$ cat config.mk
export PLATFORM = sky130hd
export DESIGN_NAME = csw_bank
export DESIGN_NICKNAME = d
export VERILOG_FILES = /design/src/csw_pkg.sv /design/src/csw_bank.sv
export VERILOG_INCLUDE_DIRS = /design/src
export SDC_FILE = /design/constraint.sdc
export NUM_CORES = 1
export LEC_CHECK = 0
export BUFFER_PORTS_ARGS = -buffer_cell sky130_fd_sc_hd__buf_2
export CORE_ASPECT_RATIO = 1.5
export CORE_MARGIN = 2
export CORE_UTILIZATION = 46
export CTS_CLUSTER_SIZE = 14
export DETAILED_ROUTE_END_ITERATION = 8
export PLACE_DENSITY_LB_ADDON = 0.2
export SLEW_MARGIN = 20
export SYNTH_ARGS = -nofsm -noshare
export SYNTH_HDL_FRONTEND = slang
export SYNTH_SLANG_ARGS = --single-unit
$ cat constraint.sdc
create_clock -name clk -period 3.1 [get_ports clk]
set_input_delay 0.93 -clock clk [delete_from_list [all_inputs] [get_ports clk]]
set_output_delay 0.93 -clock clk [all_outputs]
set_load 0.01 [all_outputs]
$ cat src/csw_defs.svh
// Operation
// - input alarm bits 0,1: over, under range
// - input alarm bit 2: junction or thermometer fault
// - input alarm bit 10: transformer over range
// - instrument alarm bit 0: memory fault
// - instrument alarm bit 2: conversion fault
// - bit 4 adjustment error, bits 5,6 area
// - bit 8 system fault, bit 9 init failure
// - bit 12: memory never initialised
// - events bits 0-4, contacts bits 8-10
// - control bit 0: auto 0, manual 1
// - control bit 1: run 0, standby 1
// - control bit 3 while autotune runs
// - bits 6,7,8: any, up, down ramp
// - bits 13,14: heating, cooling gain set
// - gain bits valid only when heat/cool is 1
// - outputs word, mirrored at 14337
// - inputs word, mirrored at 14338
// - packed user bits plus single words
`ifndef CSW_DEFS_SVH
`define CSW_DEFS_SVH

// register indices; the byte address is four times the index
`define CSW_IDX_IN_ALARM 16'h23F1
`define CSW_IDX_INST_ALARM 16'h23F2
`define CSW_IDX_EVT_CONTACT 16'h23F3
`define CSW_IDX_LOOP_MODE 16'h23F4
`define CSW_IDX_OUT_TERM 16'h23F5
`define CSW_IDX_IN_TERM 16'h23F6
`define CSW_IDX_USER_PACKED 16'h23F7
`define CSW_IDX_USER_ONE 16'h23F8
`define CSW_IDX_USER_TWO 16'h23F9
`define CSW_IDX_USER_THREE 16'h23FA
`define CSW_IDX_USER_FOUR 16'h23FB
`define CSW_IDX_OUT_TERM_ALIAS 16'h3801
`define CSW_IDX_IN_TERM_ALIAS 16'h3802
`define CSW_IDX_HEATCOOL_CFG 16'h23F0

// field positions
`define CSW_BIT_RAMP_ANY 6
`define CSW_BIT_HEAT_GAIN 13
`define CSW_BIT_COOL_GAIN 14

// values
`define CSW_HEATCOOL_INDIVIDUAL 16'h0001
`define CSW_HEATCOOL_RESET 16'h0000
`define CSW_USER_RESET 4'h0

`endif

$ cat src/csw_pkg.sv
package csw_pkg;

	// live state reported by the measurement and control functions
	typedef struct packed {
		logic pv_over; // process_value over range
		logic pv_under; // process_value under range
		logic cjc_fault; // junction compensation or resistance_thermometer fault
		logic ct_over; // current_transformer_input over range
		logic nvm_fault;
		logic adc_fault;
		logic adj_err;
		logic adj_area1;
		logic adj_area2;
		logic sys_fault;
		logic init_fail;
		logic nvm_blank;
		logic [4:0] events;
		logic [2:0] contacts;
		logic manual;
		logic standby;
		logic autotune;
		logic ramp_up; // setpoint rising
		logic ramp_down; // setpoint falling
		logic heat_gain; // heating loop_gain_set in use
		logic cool_gain; // cooling loop_gain_set in use
		logic [1:0] ctrl_out;
		logic [2:0] event_out;
		logic [1:0] contact_input; // contact_input_one, contact_input_two
	} csw_status_t;

endpackage : csw_pkg

$ cat src/csw_bank.sv
`timescale 1ns/1ns
`include "csw_defs.svh"

module csw_bank
	import csw_pkg::*;
#(
	parameter int USER_BITS = 4
) (
	input wire logic clk,
	input wire logic arst_n,
	input wire logic hsel,
	input wire logic [31:0] haddr,
	input wire logic [1:0] htrans,
	input wire logic hwrite,
	input wire logic [2:0] hsize,
	input wire logic [31:0] hwdata,
	input wire logic hready,
	output logic [31:0] hrdata,
	output logic hreadyout,
	output logic hresp,
	input wire csw_status_t status,
	output logic [USER_BITS-1:0] user_flags
);

	// elaboration check: only four single-bit words are mapped
	if (USER_BITS < 1 || USER_BITS > 4) begin : g_bad_user
		$error("csw_bank: USER_BITS must be 1 to 4");
	end

	logic [31:0] hrdata_reg;
	logic [31:0] hrdata_next;
	logic hreadyout_reg;
	logic hresp_reg;
	logic [USER_BITS-1:0] user_reg;
	logic [USER_BITS-1:0] user_next;
	logic [15:0] heatcool_reg;
	logic [15:0] heatcool_next;
	logic wr_pend_reg;
	logic [15:0] wr_idx_reg;

	// address phase decode
	wire logic addr_ok = hsel && htrans[1] && hready;
	wire logic in_range = (haddr[31:18] == 14'h0000);
	wire logic [15:0] idx = haddr[17:2];
	wire logic rd_take = addr_ok && !hwrite && in_range;
	wire logic wr_take = addr_ok && hwrite && in_range;

	// data phase write decode against the registered index
	wire logic wr_packed = wr_pend_reg && (wr_idx_reg == `CSW_IDX_USER_PACKED);
	wire logic wr_cfg = wr_pend_reg && (wr_idx_reg == `CSW_IDX_HEATCOOL_CFG);
	wire logic [15:0] single_off = wr_idx_reg - `CSW_IDX_USER_ONE;
	wire logic wr_single = wr_pend_reg && (wr_idx_reg >= `CSW_IDX_USER_ONE)
		&& (single_off < 16'(USER_BITS));
	wire logic [1:0] single_sel = single_off[1:0];

	// status words, undefined positions tied to zero
	wire logic [15:0] in_alarm_w = {5'h00, status.ct_over, 7'h00,
		status.cjc_fault,
		status.pv_under, status.pv_over};
	wire logic [15:0] inst_alarm_w = {3'h0, status.nvm_blank, 2'h0,
		status.init_fail, status.sys_fault, 1'b0,
		status.adj_area2, status.adj_area1, status.adj_err, 1'b0,
		status.adc_fault, 1'b0,
		status.nvm_fault};
	wire logic [15:0] evt_w = {5'h00, status.contacts, 3'h0, status.events};
	wire logic gains_valid = (heatcool_reg == `CSW_HEATCOOL_INDIVIDUAL);
	wire logic heat_v = status.heat_gain && gains_valid;
	wire logic cool_v = status.cool_gain && gains_valid;
	wire logic ramp_any = status.ramp_up || status.ramp_down;
	wire logic [15:0] mode_w = {1'b0, cool_v, heat_v, 4'h0,
		status.ramp_down, status.ramp_up, ramp_any,
		2'h0, status.autotune,
		1'b0, status.standby,
		status.manual};
	wire logic [15:0] dout_w = {11'h000, status.event_out, status.ctrl_out};
	wire logic [15:0] din_w = {14'h0000, status.contact_input};
	wire logic [3:0] user_pad = 4'(user_next);

	// user flag update; both views share one store
	always_comb begin
		user_next = user_reg;
		if (wr_packed) begin
			user_next = hwdata[USER_BITS-1:0];
		end else if (wr_single) begin
			user_next[single_sel] = hwdata[0];
		end
	end

	assign heatcool_next = wr_cfg ? hwdata[15:0] : heatcool_reg;

	// read selection; user words read the post-write value
	always_comb begin
		hrdata_next = 32'h00000000;
		if (rd_take) begin
			unique case (idx)
				`CSW_IDX_IN_ALARM: hrdata_next = {16'h0000, in_alarm_w};
				`CSW_IDX_INST_ALARM: hrdata_next = {16'h0000, inst_alarm_w};
				`CSW_IDX_EVT_CONTACT: hrdata_next = {16'h0000, evt_w};
				`CSW_IDX_LOOP_MODE: hrdata_next = {16'h0000, mode_w};
				`CSW_IDX_OUT_TERM, `CSW_IDX_OUT_TERM_ALIAS:
					hrdata_next = {16'h0000, dout_w};
				`CSW_IDX_IN_TERM, `CSW_IDX_IN_TERM_ALIAS:
					hrdata_next = {16'h0000, din_w};
				`CSW_IDX_USER_PACKED: hrdata_next = {28'h0000000, user_pad};
				`CSW_IDX_USER_ONE: hrdata_next = {31'h00000000, user_pad[0]};
				`CSW_IDX_USER_TWO: hrdata_next = {31'h00000000, user_pad[1]};
				`CSW_IDX_USER_THREE: hrdata_next = {31'h00000000, user_pad[2]};
				`CSW_IDX_USER_FOUR: hrdata_next = {31'h00000000, user_pad[3]};
				`CSW_IDX_HEATCOOL_CFG: hrdata_next = {16'h0000, heatcool_reg};
				default: hrdata_next = 32'h00000000;
			endcase
		end
	end

	// bus pipeline state; writes to status words are dropped
	always_ff @(posedge clk or negedge arst_n) begin
		if (!arst_n) begin
			wr_pend_reg <= 1'b0;
			wr_idx_reg <= 16'h0000;
		end else begin
			wr_pend_reg <= wr_take;
			wr_idx_reg <= wr_take ? idx : 16'h0000;
		end
	end

	// storage and registered outputs
	always_ff @(posedge clk or negedge arst_n) begin
		if (!arst_n) begin
			user_reg <= USER_BITS'(`CSW_USER_RESET);
			heatcool_reg <= `CSW_HEATCOOL_RESET;
			hrdata_reg <= 32'h00000000;
			hreadyout_reg <= 1'b1;
			hresp_reg <= 1'b0;
		end else begin
			user_reg <= user_next;
			heatcool_reg <= heatcool_next;
			hrdata_reg <= hrdata_next;
			hreadyout_reg <= 1'b1;
			hresp_reg <= 1'b0;
		end
	end

	assign hrdata = hrdata_reg;
	assign hreadyout = hreadyout_reg;
	assign hresp = hresp_reg;
	assign user_flags = user_reg;

	// checks beside the read path
	in_alarm_rd_a: assert property (@(posedge clk) disable iff (!arst_n)
		(rd_take && idx == `CSW_IDX_IN_ALARM) |=> (hrdata[10] == $past(status.ct_over))
		&& (hrdata[2:0] == {$past(status.cjc_fault), $past(status.pv_under),
		$past(status.pv_over)}) && (hrdata[9:3] == 7'h00))
		else $error("input alarm word wrong");

	inst_alarm_rd_a: assert property (@(posedge clk) disable iff (!arst_n)
		(rd_take && idx == `CSW_IDX_INST_ALARM) |=> (hrdata[0] == $past(status.nvm_fault))
		&& (hrdata[2] == $past(status.adc_fault)) && !hrdata[1] && !hrdata[3])
		else $error("instrument alarm low bits wrong");

	inst_alarm_hi_a: assert property (@(posedge clk) disable iff (!arst_n)
		(rd_take && idx == `CSW_IDX_INST_ALARM) |=> (hrdata[6:4] == {$past(status.adj_area2),
		$past(status.adj_area1), $past(status.adj_err)}) && (hrdata[9:8] ==
		{$past(status.init_fail), $past(status.sys_fault)}) && (hrdata[12] ==
		$past(status.nvm_blank)) && (hrdata[31:13] == 19'h00000))
		else $error("instrument alarm high bits wrong");

	evt_rd_a: assert property (@(posedge clk) disable iff (!arst_n)
		(rd_take && idx == `CSW_IDX_EVT_CONTACT) |=> (hrdata[4:0] == $past(status.events))
		&& (hrdata[10:8] == $past(status.contacts)) && (hrdata[7:5] == 3'h0))
		else $error("event and contact word wrong");

	mode_rd_a: assert property (@(posedge clk) disable iff (!arst_n)
		(rd_take && idx == `CSW_IDX_LOOP_MODE) |=> (hrdata[1:0] == {$past(status.standby),
		$past(status.manual)}) && (hrdata[3] == $past(status.autotune))
		&& (hrdata[`CSW_BIT_RAMP_ANY] == ($past(status.ramp_up) || $past(status.ramp_down)))
		&& (hrdata[8:7] == {$past(status.ramp_down), $past(status.ramp_up)}))
		else $error("control status word wrong");

	gain_gate_a: assert property (@(posedge clk) disable iff (!arst_n)
		(rd_take && idx == `CSW_IDX_LOOP_MODE) |=> (hrdata[`CSW_BIT_HEAT_GAIN] ==
		($past(status.heat_gain) && $past(heatcool_reg) == `CSW_HEATCOOL_INDIVIDUAL))
		&& (hrdata[`CSW_BIT_COOL_GAIN] == ($past(status.cool_gain)
		&& $past(heatcool_reg) == `CSW_HEATCOOL_INDIVIDUAL)))
		else $error("gain set bits not gated");

	term_alias_a: assert property (@(posedge clk) disable iff (!arst_n)
		(rd_take && (idx == `CSW_IDX_OUT_TERM_ALIAS || idx == `CSW_IDX_IN_TERM_ALIAS))
		|=> (hrdata == (($past(idx) == `CSW_IDX_OUT_TERM_ALIAS) ? {27'h0000000,
		$past(status.event_out), $past(status.ctrl_out)} : {30'h00000000,
		$past(status.contact_input)})))
		else $error("terminal mirror word wrong");

	status_ro_a: assert property (@(posedge clk) disable iff (!arst_n)
		(wr_pend_reg && !wr_packed && !wr_single && !wr_cfg) |-> (user_next == user_reg)
		&& (heatcool_next == heatcool_reg))
		else $error("status write changed storage");

	user_views_a: assert property (@(posedge clk) disable iff (!arst_n)
		wr_packed |=> (user_reg == $past(hwdata[USER_BITS-1:0])))
		else $error("packed user write lost");

	user_single_a: assert property (@(posedge clk) disable iff (!arst_n)
		(rd_take && idx == `CSW_IDX_USER_ONE) |=> (hrdata == {31'h00000000,
		$past(user_next[0])}) && (hrdata[0] == user_reg[0]))
		else $error("single user bit view disagrees");

	// checks on the bus handshake itself

	// the slave never stretches a transfer and always answers okay
	bus_ready_a: assert property (@(posedge clk) disable iff (!arst_n)
		1'b1 |-> (hreadyout && !hresp))
		else $error("bus ready or response wrong");

	// read data drops back to zero when no read was taken
	rd_idle_a: assert property (@(posedge clk) disable iff (!arst_n)
		!rd_take |=> (hrdata == 32'h00000000))
		else $error("read data left standing");

	// no word is wider than sixteen bits, the upper half reads zero
	rd_upper_a: assert property (@(posedge clk) disable iff (!arst_n)
		rd_take |=> (hrdata[31:16] == 16'h0000))
		else $error("upper half of read data not zero");

	// an index outside the map reads zero
	unmapped_rd_a: assert property (@(posedge clk) disable iff (!arst_n)
		(rd_take && !(idx inside {`CSW_IDX_IN_ALARM, `CSW_IDX_INST_ALARM,
		`CSW_IDX_EVT_CONTACT, `CSW_IDX_LOOP_MODE, `CSW_IDX_OUT_TERM, `CSW_IDX_IN_TERM,
		`CSW_IDX_USER_PACKED, `CSW_IDX_USER_ONE, `CSW_IDX_USER_TWO, `CSW_IDX_USER_THREE,
		`CSW_IDX_USER_FOUR, `CSW_IDX_OUT_TERM_ALIAS, `CSW_IDX_IN_TERM_ALIAS,
		`CSW_IDX_HEATCOOL_CFG}))
		|=> (hrdata == 32'h00000000))
		else $error("unmapped read not zero");

	// addresses above the map are neither read nor written
	out_range_a: assert property (@(posedge clk) disable iff (!arst_n)
		(addr_ok && !in_range) |=> (!wr_pend_reg && (hrdata == 32'h00000000)))
		else $error("out of range access took effect");

	// a write aimed at a status word never reaches storage
	status_wr_a: assert property (@(posedge clk) disable iff (!arst_n)
		(wr_take && (idx inside {`CSW_IDX_IN_ALARM, `CSW_IDX_INST_ALARM,
		`CSW_IDX_EVT_CONTACT, `CSW_IDX_LOOP_MODE, `CSW_IDX_OUT_TERM, `CSW_IDX_IN_TERM,
		`CSW_IDX_OUT_TERM_ALIAS, `CSW_IDX_IN_TERM_ALIAS}))
		|=> (!wr_packed && !wr_single && !wr_cfg))
		else $error("status word write decoded as store");

	// checks on the undefined positions of the status words

	// input alarm word, bits above the transformer flag
	in_alarm_undef_a: assert property (@(posedge clk) disable iff (!arst_n)
		(rd_take && idx == `CSW_IDX_IN_ALARM) |=> (hrdata[15:11] == 5'h00))
		else $error("input alarm undefined bits set");

	// instrument alarm word, gaps between the fault flags
	inst_undef_a: assert property (@(posedge clk) disable iff (!arst_n)
		(rd_take && idx == `CSW_IDX_INST_ALARM) |=> (!hrdata[7]
		&& (hrdata[11:10] == 2'h0)))
		else $error("instrument alarm undefined bits set");

	// event and contact word, bits above the contacts
	evt_undef_a: assert property (@(posedge clk) disable iff (!arst_n)
		(rd_take && idx == `CSW_IDX_EVT_CONTACT) |=> (hrdata[15:11] == 5'h00))
		else $error("event word undefined bits set");

	// control status word, every undefined position
	mode_undef_a: assert property (@(posedge clk) disable iff (!arst_n)
		(rd_take && idx == `CSW_IDX_LOOP_MODE) |=> (!hrdata[2] && (hrdata[5:4] == 2'h0)
		&& (hrdata[12:9] == 4'h0) && !hrdata[15]))
		else $error("control status undefined bits set");

	// gain set bits stay low unless individual gain sets are chosen
	heat_cool_off_a: assert property (@(posedge clk) disable iff (!arst_n)
		(rd_take && idx == `CSW_IDX_LOOP_MODE && !gains_valid)
		|=> (hrdata[`CSW_BIT_COOL_GAIN:`CSW_BIT_HEAT_GAIN] == 2'h0))
		else $error("gain set bits shown while not valid");

	// checks on the terminal words at their own index

	// output terminal word, control then event outputs
	dout_rd_a: assert property (@(posedge clk) disable iff (!arst_n)
		(rd_take && idx == `CSW_IDX_OUT_TERM) |=> (hrdata == {27'h0000000,
		$past(status.event_out), $past(status.ctrl_out)}))
		else $error("output terminal word wrong");

	// input terminal word, two contact inputs
	din_rd_a: assert property (@(posedge clk) disable iff (!arst_n)
		(rd_take && idx == `CSW_IDX_IN_TERM) |=> (hrdata == {30'h00000000,
		$past(status.contact_input)}))
		else $error("input terminal word wrong");

	// checks on the two views of the user bits

	// packed word shows all user bits at once
	user_packed_rd_a: assert property (@(posedge clk) disable iff (!arst_n)
		(rd_take && idx == `CSW_IDX_USER_PACKED) |=> (hrdata == {28'h0000000,
		$past(user_pad)}))
		else $error("packed user word wrong");

	// second user bit as its own word
	user_two_rd_a: assert property (@(posedge clk) disable iff (!arst_n)
		(rd_take && idx == `CSW_IDX_USER_TWO) |=> (hrdata == {31'h00000000,
		$past(user_pad[1])}))
		else $error("second user bit word wrong");

	// third user bit as its own word
	user_three_rd_a: assert property (@(posedge clk) disable iff (!arst_n)
		(rd_take && idx == `CSW_IDX_USER_THREE) |=> (hrdata == {31'h00000000,
		$past(user_pad[2])}))
		else $error("third user bit word wrong");

	// fourth user bit as its own word
	user_four_rd_a: assert property (@(posedge clk) disable iff (!arst_n)
		(rd_take && idx == `CSW_IDX_USER_FOUR) |=> (hrdata == {31'h00000000,
		$past(user_pad[3])}))
		else $error("fourth user bit word wrong");

	// a single bit write takes bit zero of the data
	single_wr_a: assert property (@(posedge clk) disable iff (!arst_n)
		wr_single |-> (user_next[single_sel] == hwdata[0]))
		else $error("single user bit write lost");

	// a single bit write leaves the other user bits alone
	single_keep_a: assert property (@(posedge clk) disable iff (!arst_n)
		wr_single |=> (((user_reg ^ $past(user_reg))
		& ~(USER_BITS'(1) << $past(single_sel))) == '0))
		else $error("single user write disturbed other bits");

	// without a user write the store holds
	user_hold_a: assert property (@(posedge clk) disable iff (!arst_n)
		(!wr_packed && !wr_single) |-> (user_next == user_reg))
		else $error("user bits changed without a write");

	// the user bit pins follow the store
	flags_out_a: assert property (@(posedge clk) disable iff (!arst_n)
		1'b1 |-> (user_flags == user_reg))
		else $error("user flag outputs differ from store");

	// checks on the heat and cool setting

	// a setting write lands whole
	cfg_wr_a: assert property (@(posedge clk) disable iff (!arst_n)
		wr_cfg |=> (heatcool_reg == $past(hwdata[15:0])))
		else $error("heat cool setting write lost");

	// without a setting write the value holds
	cfg_hold_a: assert property (@(posedge clk) disable iff (!arst_n)
		!wr_cfg |-> (heatcool_next == heatcool_reg))
		else $error("heat cool setting changed without a write");

	// the setting reads back as stored
	cfg_rd_a: assert property (@(posedge clk) disable iff (!arst_n)
		(rd_take && idx == `CSW_IDX_HEATCOOL_CFG) |=> (hrdata == {16'h0000,
		$past(heatcool_reg)}))
		else $error("heat cool setting read wrong");

	// a taken write carries its index into the data phase
	wr_pipe_a: assert property (@(posedge clk) disable iff (!arst_n)
		wr_take |=> (wr_pend_reg && (wr_idx_reg == $past(idx))))
		else $error("write index not carried to data phase");

endmodule : csw_bank

## After elaboration in Yosys (flattened, before gate mapping)

Index checks and enable logic that the tools add are counted.

- Register bits: 69
- Input bits: 108
- Output and inout port bits: 38
- Logic and storage cells: 53

- $add $sub $neg: 1
- Order comparisons: 4
- Equal/unequal tests: 17
- Multiplexer cells: 8
- Reductions and logical operators: 18

Operators with widths:

| cell | count |
|---|---|
| == test 16 x 14 -> 1 bit (second input constant) | 16 |
| one-hot mux 16 bit (12 select lines) | 1 |
| two-way mux 16 bit | 2 |
| == test 16 x 1 -> 1 bit (second input constant) | 1 |
| >= comparator 16 x 14 -> 1 bit (second input constant) | 1 |
| less-than comparator 16 x 3 -> 1 bit (second input constant) | 1 |
| subtractor 16 x 14 -> 16 bit (second input constant) | 1 |
| logical NOT 14 bit | 1 |
| logical AND 1 bit | 13 |
| two-way mux 4 bit | 2 |
| bitwise mux 4 bit | 1 |
| OR reduction 2 bit | 2 |
| less-than comparator 2 x 3 -> 1 bit (second input constant) | 1 |
| demux 1 bit (select 2 bit) | 1 |
| >= comparator 2 x 1 -> 1 bit (second input constant) | 1 |
| logical NOT 1 bit | 1 |
| logical OR 1 bit | 1 |
| two-way mux 1 bit | 1 |

## Logic depth before layout (Yosys ltp)

Gate-level depths: netlist of run 1.

- Word-level depth: 10
- Depth in mapped cells: 10
- Depth with buffers taken out: 10

## Worst setup path after synthesis of run 1

Ideal clock, no wire load.

- Path type: input port to flip-flop
- Start: in haddr[16]
- End: reg hrdata_reg[12] (netlist: hrdata[12])
- Library setup time: 87 ps
- Arrival time: 2902 ps
- Data required time: 3013 ps
- Path slack: 112 ps
- Stages on the path: 6
- Path buffers: 0
- Path through: or4b_2 > or3_1 > nor3b_1 > o31ai_1 > nand2b_1 > nor3_1

- Cells in the longest elaborated chain, start to end: 4
- Elaborated cells on any way between the ends: 18
- Classes of those cells: eq/ne (14); mux (2); reduce/logical (2)

RTL lines:

| item | RTL line | text |
|---|---|---|
| from (decl) | csw_bank.sv:12 | `input wire logic [31:0] haddr,` |
| == test 16 x 14 -> 1 bit | csw_bank.sv:95 | `unique case (idx)` |
| OR reduction 2 bit | csw_bank.sv:95 |  |
| one-hot mux 16 bit (12 select lines) * | csw_bank.sv:95 |  |
| two-way mux 16 bit * | csw_bank.sv:94 | `if (rd_take) begin` |
| net hrdata_next[12] | csw_bank.sv:31 | `logic [31:0] hrdata_next;` |
| to (signal assigned) | csw_bank.sv:137 | `hrdata_reg <= hrdata_next;` |
| to (decl) | csw_bank.sv:30 | `logic [31:0] hrdata_reg;` |

Mark *: on every way through the listed nets, which the timed path passes. The rest lies on a longest branch.
A chain may end at the register's enable or synchronous reset.

## Worst setup path after layout of run 1

- Start: reg wr_idx_reg[4]
- End: reg hrdata_reg[0] (netlist: hrdata[0])

- Cells in the longest elaborated chain, start to end: 7
- Elaborated cells on any way between the ends: 11
- Classes of those cells: add/sub (1); order compare (2); eq/ne (1); mux (4); reduce/logical (3)

RTL lines:

| item | RTL line | text |
|---|---|---|
| from (decl) | csw_bank.sv:39 | `logic [15:0] wr_idx_reg;` |
| from (signal assigned) | csw_bank.sv:122 | `wr_idx_reg <= wr_take ? idx : 16'h0000;` |
| subtractor 16 x 14 -> 16 bit (no source line) or >= comparator 16 x 14 -> 1 bit (tied branches) | n/a |  |
| less-than comparator 16 x 3 -> 1 bit or logical AND 1 bit (tied branches) | csw_bank.sv:53, csw_bank.sv:52 |  |
| logical AND 1 bit | csw_bank.sv:52 | `` wire logic wr_single = wr_pend_reg && (wr_idx_reg >= `CSW_IDX_USER_ONE) `` |
| two-way mux 4 bit | csw_bank.sv:84 | `end else if (wr_single) begin` |
| two-way mux 4 bit * | csw_bank.sv:82 | `if (wr_packed) begin` |
| net user_next[2] | csw_bank.sv:35 | `logic [USER_BITS-1:0] user_next;` |
| one-hot mux 16 bit (12 select lines) * | csw_bank.sv:95 |  |
| two-way mux 16 bit * | csw_bank.sv:94 |  |
| net hrdata_next[0] | csw_bank.sv:31 |  |

Marked as above.

==> results of run 1 <==
path summary, 6_finish.rpt:
kind	slack [ps]	cells after the start	end
setup / recovery	180	10	hrdata[0]
hold / removal	510	1	hrdata[11]
setup reg to reg	180	10	hrdata[0]
hold reg to reg	510	1	hrdata[11]
max in group asynchronous	1920	2	hrdata[9]
min in group asynchronous	730	2	hrdata[6]
layer usage:
metal | vias up | GRT usage
li1 | 1267 | -
met2 | 78 | 0.410
met3 | 20 | 0.0385
met4 | 0 | 0.109
met1 | 1280 | 0.217
met5 | - | 0
timing repair:
item                       in CTS  in global routing
buffers inserted                0                  0
hold endpoints to repair        0                  0
setup endpoints to repair       0                  1
hold buffers                    0                  0
layout make-up:
cell class              count  area share
clock buffers               7      0.0236
repair buffers            118       0.170
flip-flops and latches     53       0.362
multi-input cells         216       0.410
inverters                   8     0.00821
well taps                  74      0.0253
cell usage after synthesis (5+ instances only):
master	number
a22oi_1	6
dfrtp_1	53
nand4_1	7
nor2_1	24
a21oi_1	7
and2_1	21
clkbuf_1	5
mux2_2	20
a31oi_1	5
nor3_1	11
inv_1	8
nand2_1	13
mux2i_1	5
buf_4	18
nor4_1	13
cells by family after synthesis:
group	count (synthesis)	share of synthesized area
fa+ha+maj	1	0.00422
compound gates	48	0.129
simple gates	122	0.243
flops	53	0.447
other cells	2	0.00253
buf+inv	34	0.0667
mux	27	0.108
metrics by stage:
stage / worst slack [ps] / power, W
floorplan: 112 / 0.000803
global route: 2.61 / 0.00130
CTS: 222 / 0.00126
finish: 185 / 0.00125
global placement: 106 / 0.000872
detailed placement: 82.6 / 0.000875
critical path, stage by stage, from the launching register on:
cell and delay (ps):
dfrtp_1 430, ha_1 230, and4_1 250, and4b_2 230
o32ai_1 440, nor4_4 110, a41o_2 300, a21oi_2 200
nand3b_1 100, a311o_1 360, a41oi_2 180
power groups by stage:
stage               Clock (W)  Sequential, W  Combinational [W]
floorplan                   0       0.000726          0.0000767
global placement            0       0.000727           0.000145
detailed placement          0       0.000728           0.000147
CTS                  0.000400       0.000714           0.000148
global route         0.000423       0.000716           0.000162
finish               0.000393       0.000714           0.000147
==> run summary, run 1 <==
drt pass-1 iters = 4
clk root buf = clkbuf_8
Worst Setup SP = wr_idx_reg[4]
DP Wirelength = 5.87 mm
skew final = 6.06 ps
fmax = 0.343 GHz
core area = 6170 µm²
Reg clk slew, reported paths = 90 ps
Starting Density = 0.480
total CTS buffers = 5
DRT Wirelength = 7.41 mm
Worst Path Class, Setup = reg -> reg
worst min path class = reg -> reg
Seq pwr share = 0.570
Post-synth EDFFs = 0
Yosys top cell by area = dfrtp_1
nets@finish = 511
synthesis-stage register bit count = 53
multi-input logic area = 1500 µm²
M1 wire length = 2.71 mm
Psw = 0.000300 W
Syn Area/Cell = 10.3 µm²
Max Slew Vio Count = 0
IO Count = 146
Crit Path Max Fanout = 7
GRT Util Overall = 0.212
H-tree depth = 2
asr flop ratio synth = 1.00
final hold vios = 0
Residual DRC = 0
full die area = 7120 µm²
Max-slew headroom = 0.560
Combinational Power Share = 0.117
DP Cell Count = 469
Clk pwr share = 0.313
Leakage = 1.77 nW
Ant. Diodes = 0
Die X-Extent = 69.6 µm
DR WL met2 = 4.11 mm
fin area = 3660 µm²
first-pass GRT wire length = 11.9 mm
CTS tree = yes
fraction of layout cells with a size suffix above 1 = 0.396
I/O Buffers = 105
Fin Hold WS = 507 ps
GRT overflow = 0
Worst Setup Start Kind = flop
register area = 1330 µm²
DR vias = 2645
clock latency on the worst-skew pair = 300 ps
Mapped Cells = 287
min-delay src = heatcool_reg[11]
Routed Antenna Nets = 0
PwrDens = 342 nW/µm²
Final Wtd Congestion = 0.920
post-synth top area share = 0.447
Internal = 0.000954 W
Final TNS setup = 0 ps
Fillers = 563
most frequent cells in the layout = buf_2, dfrtp_1, nor2_1
Die Y = 102 µm
Layout area overhead = 23.4%
maximum clock insertion buffer count = 2
pin count of the biggest net entering global routing = 54
Rows = 35
Synth Flop Type = dfrtp_1
RSZ-0062 raised after global routing = no
Critical Path AT = 3140 ps
minimum clock period = 2920 ps
post-synthesis cell type count = 60
VDD IR max = 0.221 mV
violation count after the first detailed-route iteration = 110
vias in the first global route = 2627
Max Cap Viol = 0
status = finished clean
fin crit share = 0.940
sequential fraction of the synthesis area = 0.447
Cell Area, Synth = 2970 µm²
final core occ = 0.593
Critical Path End Type = flop
final std cells w/o fill = 476
# setup viols final = 0
Wirelength per Cell = 15.6 µm
DP Area = 3570 µm²
post-cts resize count = 0
top cells by area, synth = dfrtp_1, mux2_2, buf_4, and2_1, nor2_1
Via-to-Cell Ratio = 5.56
Max Used Layer = met4
worst slew pin tran = 660 ps
switch share = 0.239
yosys synthesis warning count = 0
commonest non-fill, non-tap cell in the layout = buf_2
initial antenna violation count = 0
CP Data Required Time = 3330 ps
worst r2r src = wr_idx_reg[4]
CTS sink count = 53
met3 WL post-DR = 362 µm
Note: power is estimated with default switching activity, not from simulation.
==> run 2, diff against run 1 <==
--- a/config.mk
+++ b/config.mk
@@ -7,9 +7,11 @@
 export NUM_CORES = 1
 export LEC_CHECK = 0
 export BUFFER_PORTS_ARGS = -buffer_cell sky130_fd_sc_hd__buf_2
+export CELL_PAD_IN_SITES_DETAIL_PLACEMENT = 0
+export CELL_PAD_IN_SITES_GLOBAL_PLACEMENT = 1
 export CORE_ASPECT_RATIO = 1.5
 export CORE_MARGIN = 2
-export CORE_UTILIZATION = 46
+export CORE_UTILIZATION = 36
 export CTS_CLUSTER_SIZE = 14
 export DETAILED_ROUTE_END_ITERATION = 8
 export PLACE_DENSITY_LB_ADDON = 0.2
==> constraint.sdc (replaced) <==
create_clock -name clk -period 3.69 [get_ports clk]
set_input_delay 1.107 -clock clk [delete_from_list [all_inputs] [get_ports clk]]
set_output_delay 1.107 -clock clk [all_outputs]
set_load 0.01 [all_outputs]
==> run summary, run 2 (synthesis results as in run 1) <==
Final TNS setup = 0 ps (unchanged)
core area = 8010 µm² (+30%)
fin crit share = 0.821 (-0.119)
register area = 1330 µm² (unchanged)
Reg clk slew, reported paths = 70 ps (-20 ps)
nets@finish = 506 (-0.98%)
commonest non-fill, non-tap cell in the layout = buf_2
maximum clock insertion buffer count = 2 (unchanged)
worst slew pin tran = 843 ps (+184 ps)
GRT Util Overall = 0.186 (-0.0265)
initial antenna violation count = 0 (unchanged)
CP Data Required Time = 3900 ps (+570 ps)
final hold vios = 0 (unchanged)
first-pass GRT wire length = 13.0 mm (+9.9%)
DR vias = 2621 (-0.91%)
# hold bufs at CTS = 0 (unchanged)
fmax = 0.330 GHz (-3.8%)
Max Cap Viol = 0 (unchanged)
Worst Path Class, Setup = reg -> reg
full die area = 8990 µm² (+26%)
Max Slew Vio Count = 0 (unchanged)
CTS sink count = 53 (unchanged)
DP Wirelength = 6.25 mm (+6.5%)
Fin Hold WS = 510 ps (+2.70 ps)
Via-to-Cell Ratio = 5.21 (-6.2%)
Post-Place Worst Slack = 426 ps (+343 ps)
vias in the first global route = 2713 (+3.3%)
Worst Setup SP = wr_idx_reg[3]
Final Wtd Congestion = 0.915 (-0.62%)
Total Power = 0.00126 W (+0.49%)
fraction of layout cells with a size suffix above 1 = 0.389 (-0.00608)
VDD IR max = 0.213 mV (-4.0%)
Fillers = 837 (+49%)
PwrDens = 336 nW/µm² (-1.9%)
DRT Wirelength = 7.89 mm (+6.4%)
minimum clock period = 3030 ps (+115 ps)
status = finished clean
Leakage = 1.78 nW (+0.83%)
Routed Antenna Nets = 0 (unchanged)
Wirelength per Cell = 15.7 µm (+0.72%)
IO Count = 146 (unchanged)
worst r2r src = wr_idx_reg[3]
violation count after the first detailed-route iteration = 95 (-14%)
Ant. Diodes = 0 (unchanged)
Starting Density = 0.370 (-0.110)
Worst Setup Start Kind = flop
skew final = 4.84 ps (-1.22 ps)
min-delay src = heatcool_reg[15]
H-tree depth = 2 (unchanged)
Critical Path AT = 3240 ps (+100 ps)
Critical Path End Type = flop
worst min path class = reg -> reg
RSZ-0062 raised after global routing = no
clk root buf = clkbuf_16
Die Y = 115 µm (+13%)
drt pass-1 iters = 4 (unchanged)
post-cts resize count = 0 (unchanged)
setup bufs post-CTS = 0 (unchanged)
Rows = 40 (+14%)
pin count of the biggest net entering global routing = 41 (-24%)
I/O Buffers = 105 (unchanged)
GRT overflow = 0 (unchanged)
Die X-Extent = 78.1 µm (+12%)
most frequent cells in the layout = buf_2, dfrtp_1, nor2_1
total CTS buffers = 5 (unchanged)
Max-slew headroom = 0.436 (-0.124)
multi-input logic area = 1500 µm² (unchanged)
final setup margin = 660 ps (+475 ps)
# setup viols final = 0 (unchanged)
Layout area overhead = 26.4%
clock latency on the worst-skew pair = 290 ps (about the same)
CTS tree = yes
Crit Path Max Fanout = 9 (+2)
Residual DRC = 0 (unchanged)
run 2: worst paths after layout:
path                                   end  slack, ps  cells past startpoint
worst max-delay path             hrdata[0]        660                     10
worst min-delay path            hrdata[15]        510                      1
worst max register to register   hrdata[0]        660                     10
worst min register to register  hrdata[15]        510                      1
max in group asynchronous        hrdata[5]       2180                      2
min in group asynchronous        hrdata[7]        700                      1
run 2: power breakdown:
part           leakage, nW  internal, W  total (W)  switching [W]
clock               0.0841     0.000339   0.000537       0.000198
sequential           0.694     0.000592   0.000600     0.00000832
combinational         1.00    0.0000597   0.000123      0.0000629
run 2: final cells by class:
| type | instances | area share |
|---|---|---|
| tap | 105 | 0.0351 |
| inverter | 8 | 0.00801 |
| multi-input combinational | 216 | 0.401 |
| clock inverter | 1 | 0.00801 |
| timing repair buffer | 113 | 0.156 |
| clock buffer | 7 | 0.0381 |
| sequential | 53 | 0.354 |
run 2: worst max-delay path: stages (launching register included):
cell and delay (ps):
dfrtp_1 480, ha_1 280, nand4_1 180, nor3_1 110, o31a_2 320, nor4_4 480
a31oi_1 190, a21oi_2 270, nand3b_1 100, a311o_1 370, a41oi_2 190
run 2: per-stage QoR:
stage	instance area [µm²]	util	instances
detailed placement	3570	0.446	495
floorplan	3030	-	303
CTS	3750	0.468	503
finish	3750	0.468	503
global placement	3570	0.446	495
global route	3750	0.468	503
run 2: metal layers:
layer  vias to the layer above  part of all wire  wire length (µm)  track usage
met4                         0             0.029               229       0.0655
met1                      1256              0.38              3000        0.205
met5                         -                 0                 0            0
met3                        19             0.041               326       0.0338
li1                       1259                 -                 -            -
met2                        87              0.55              4330        0.352
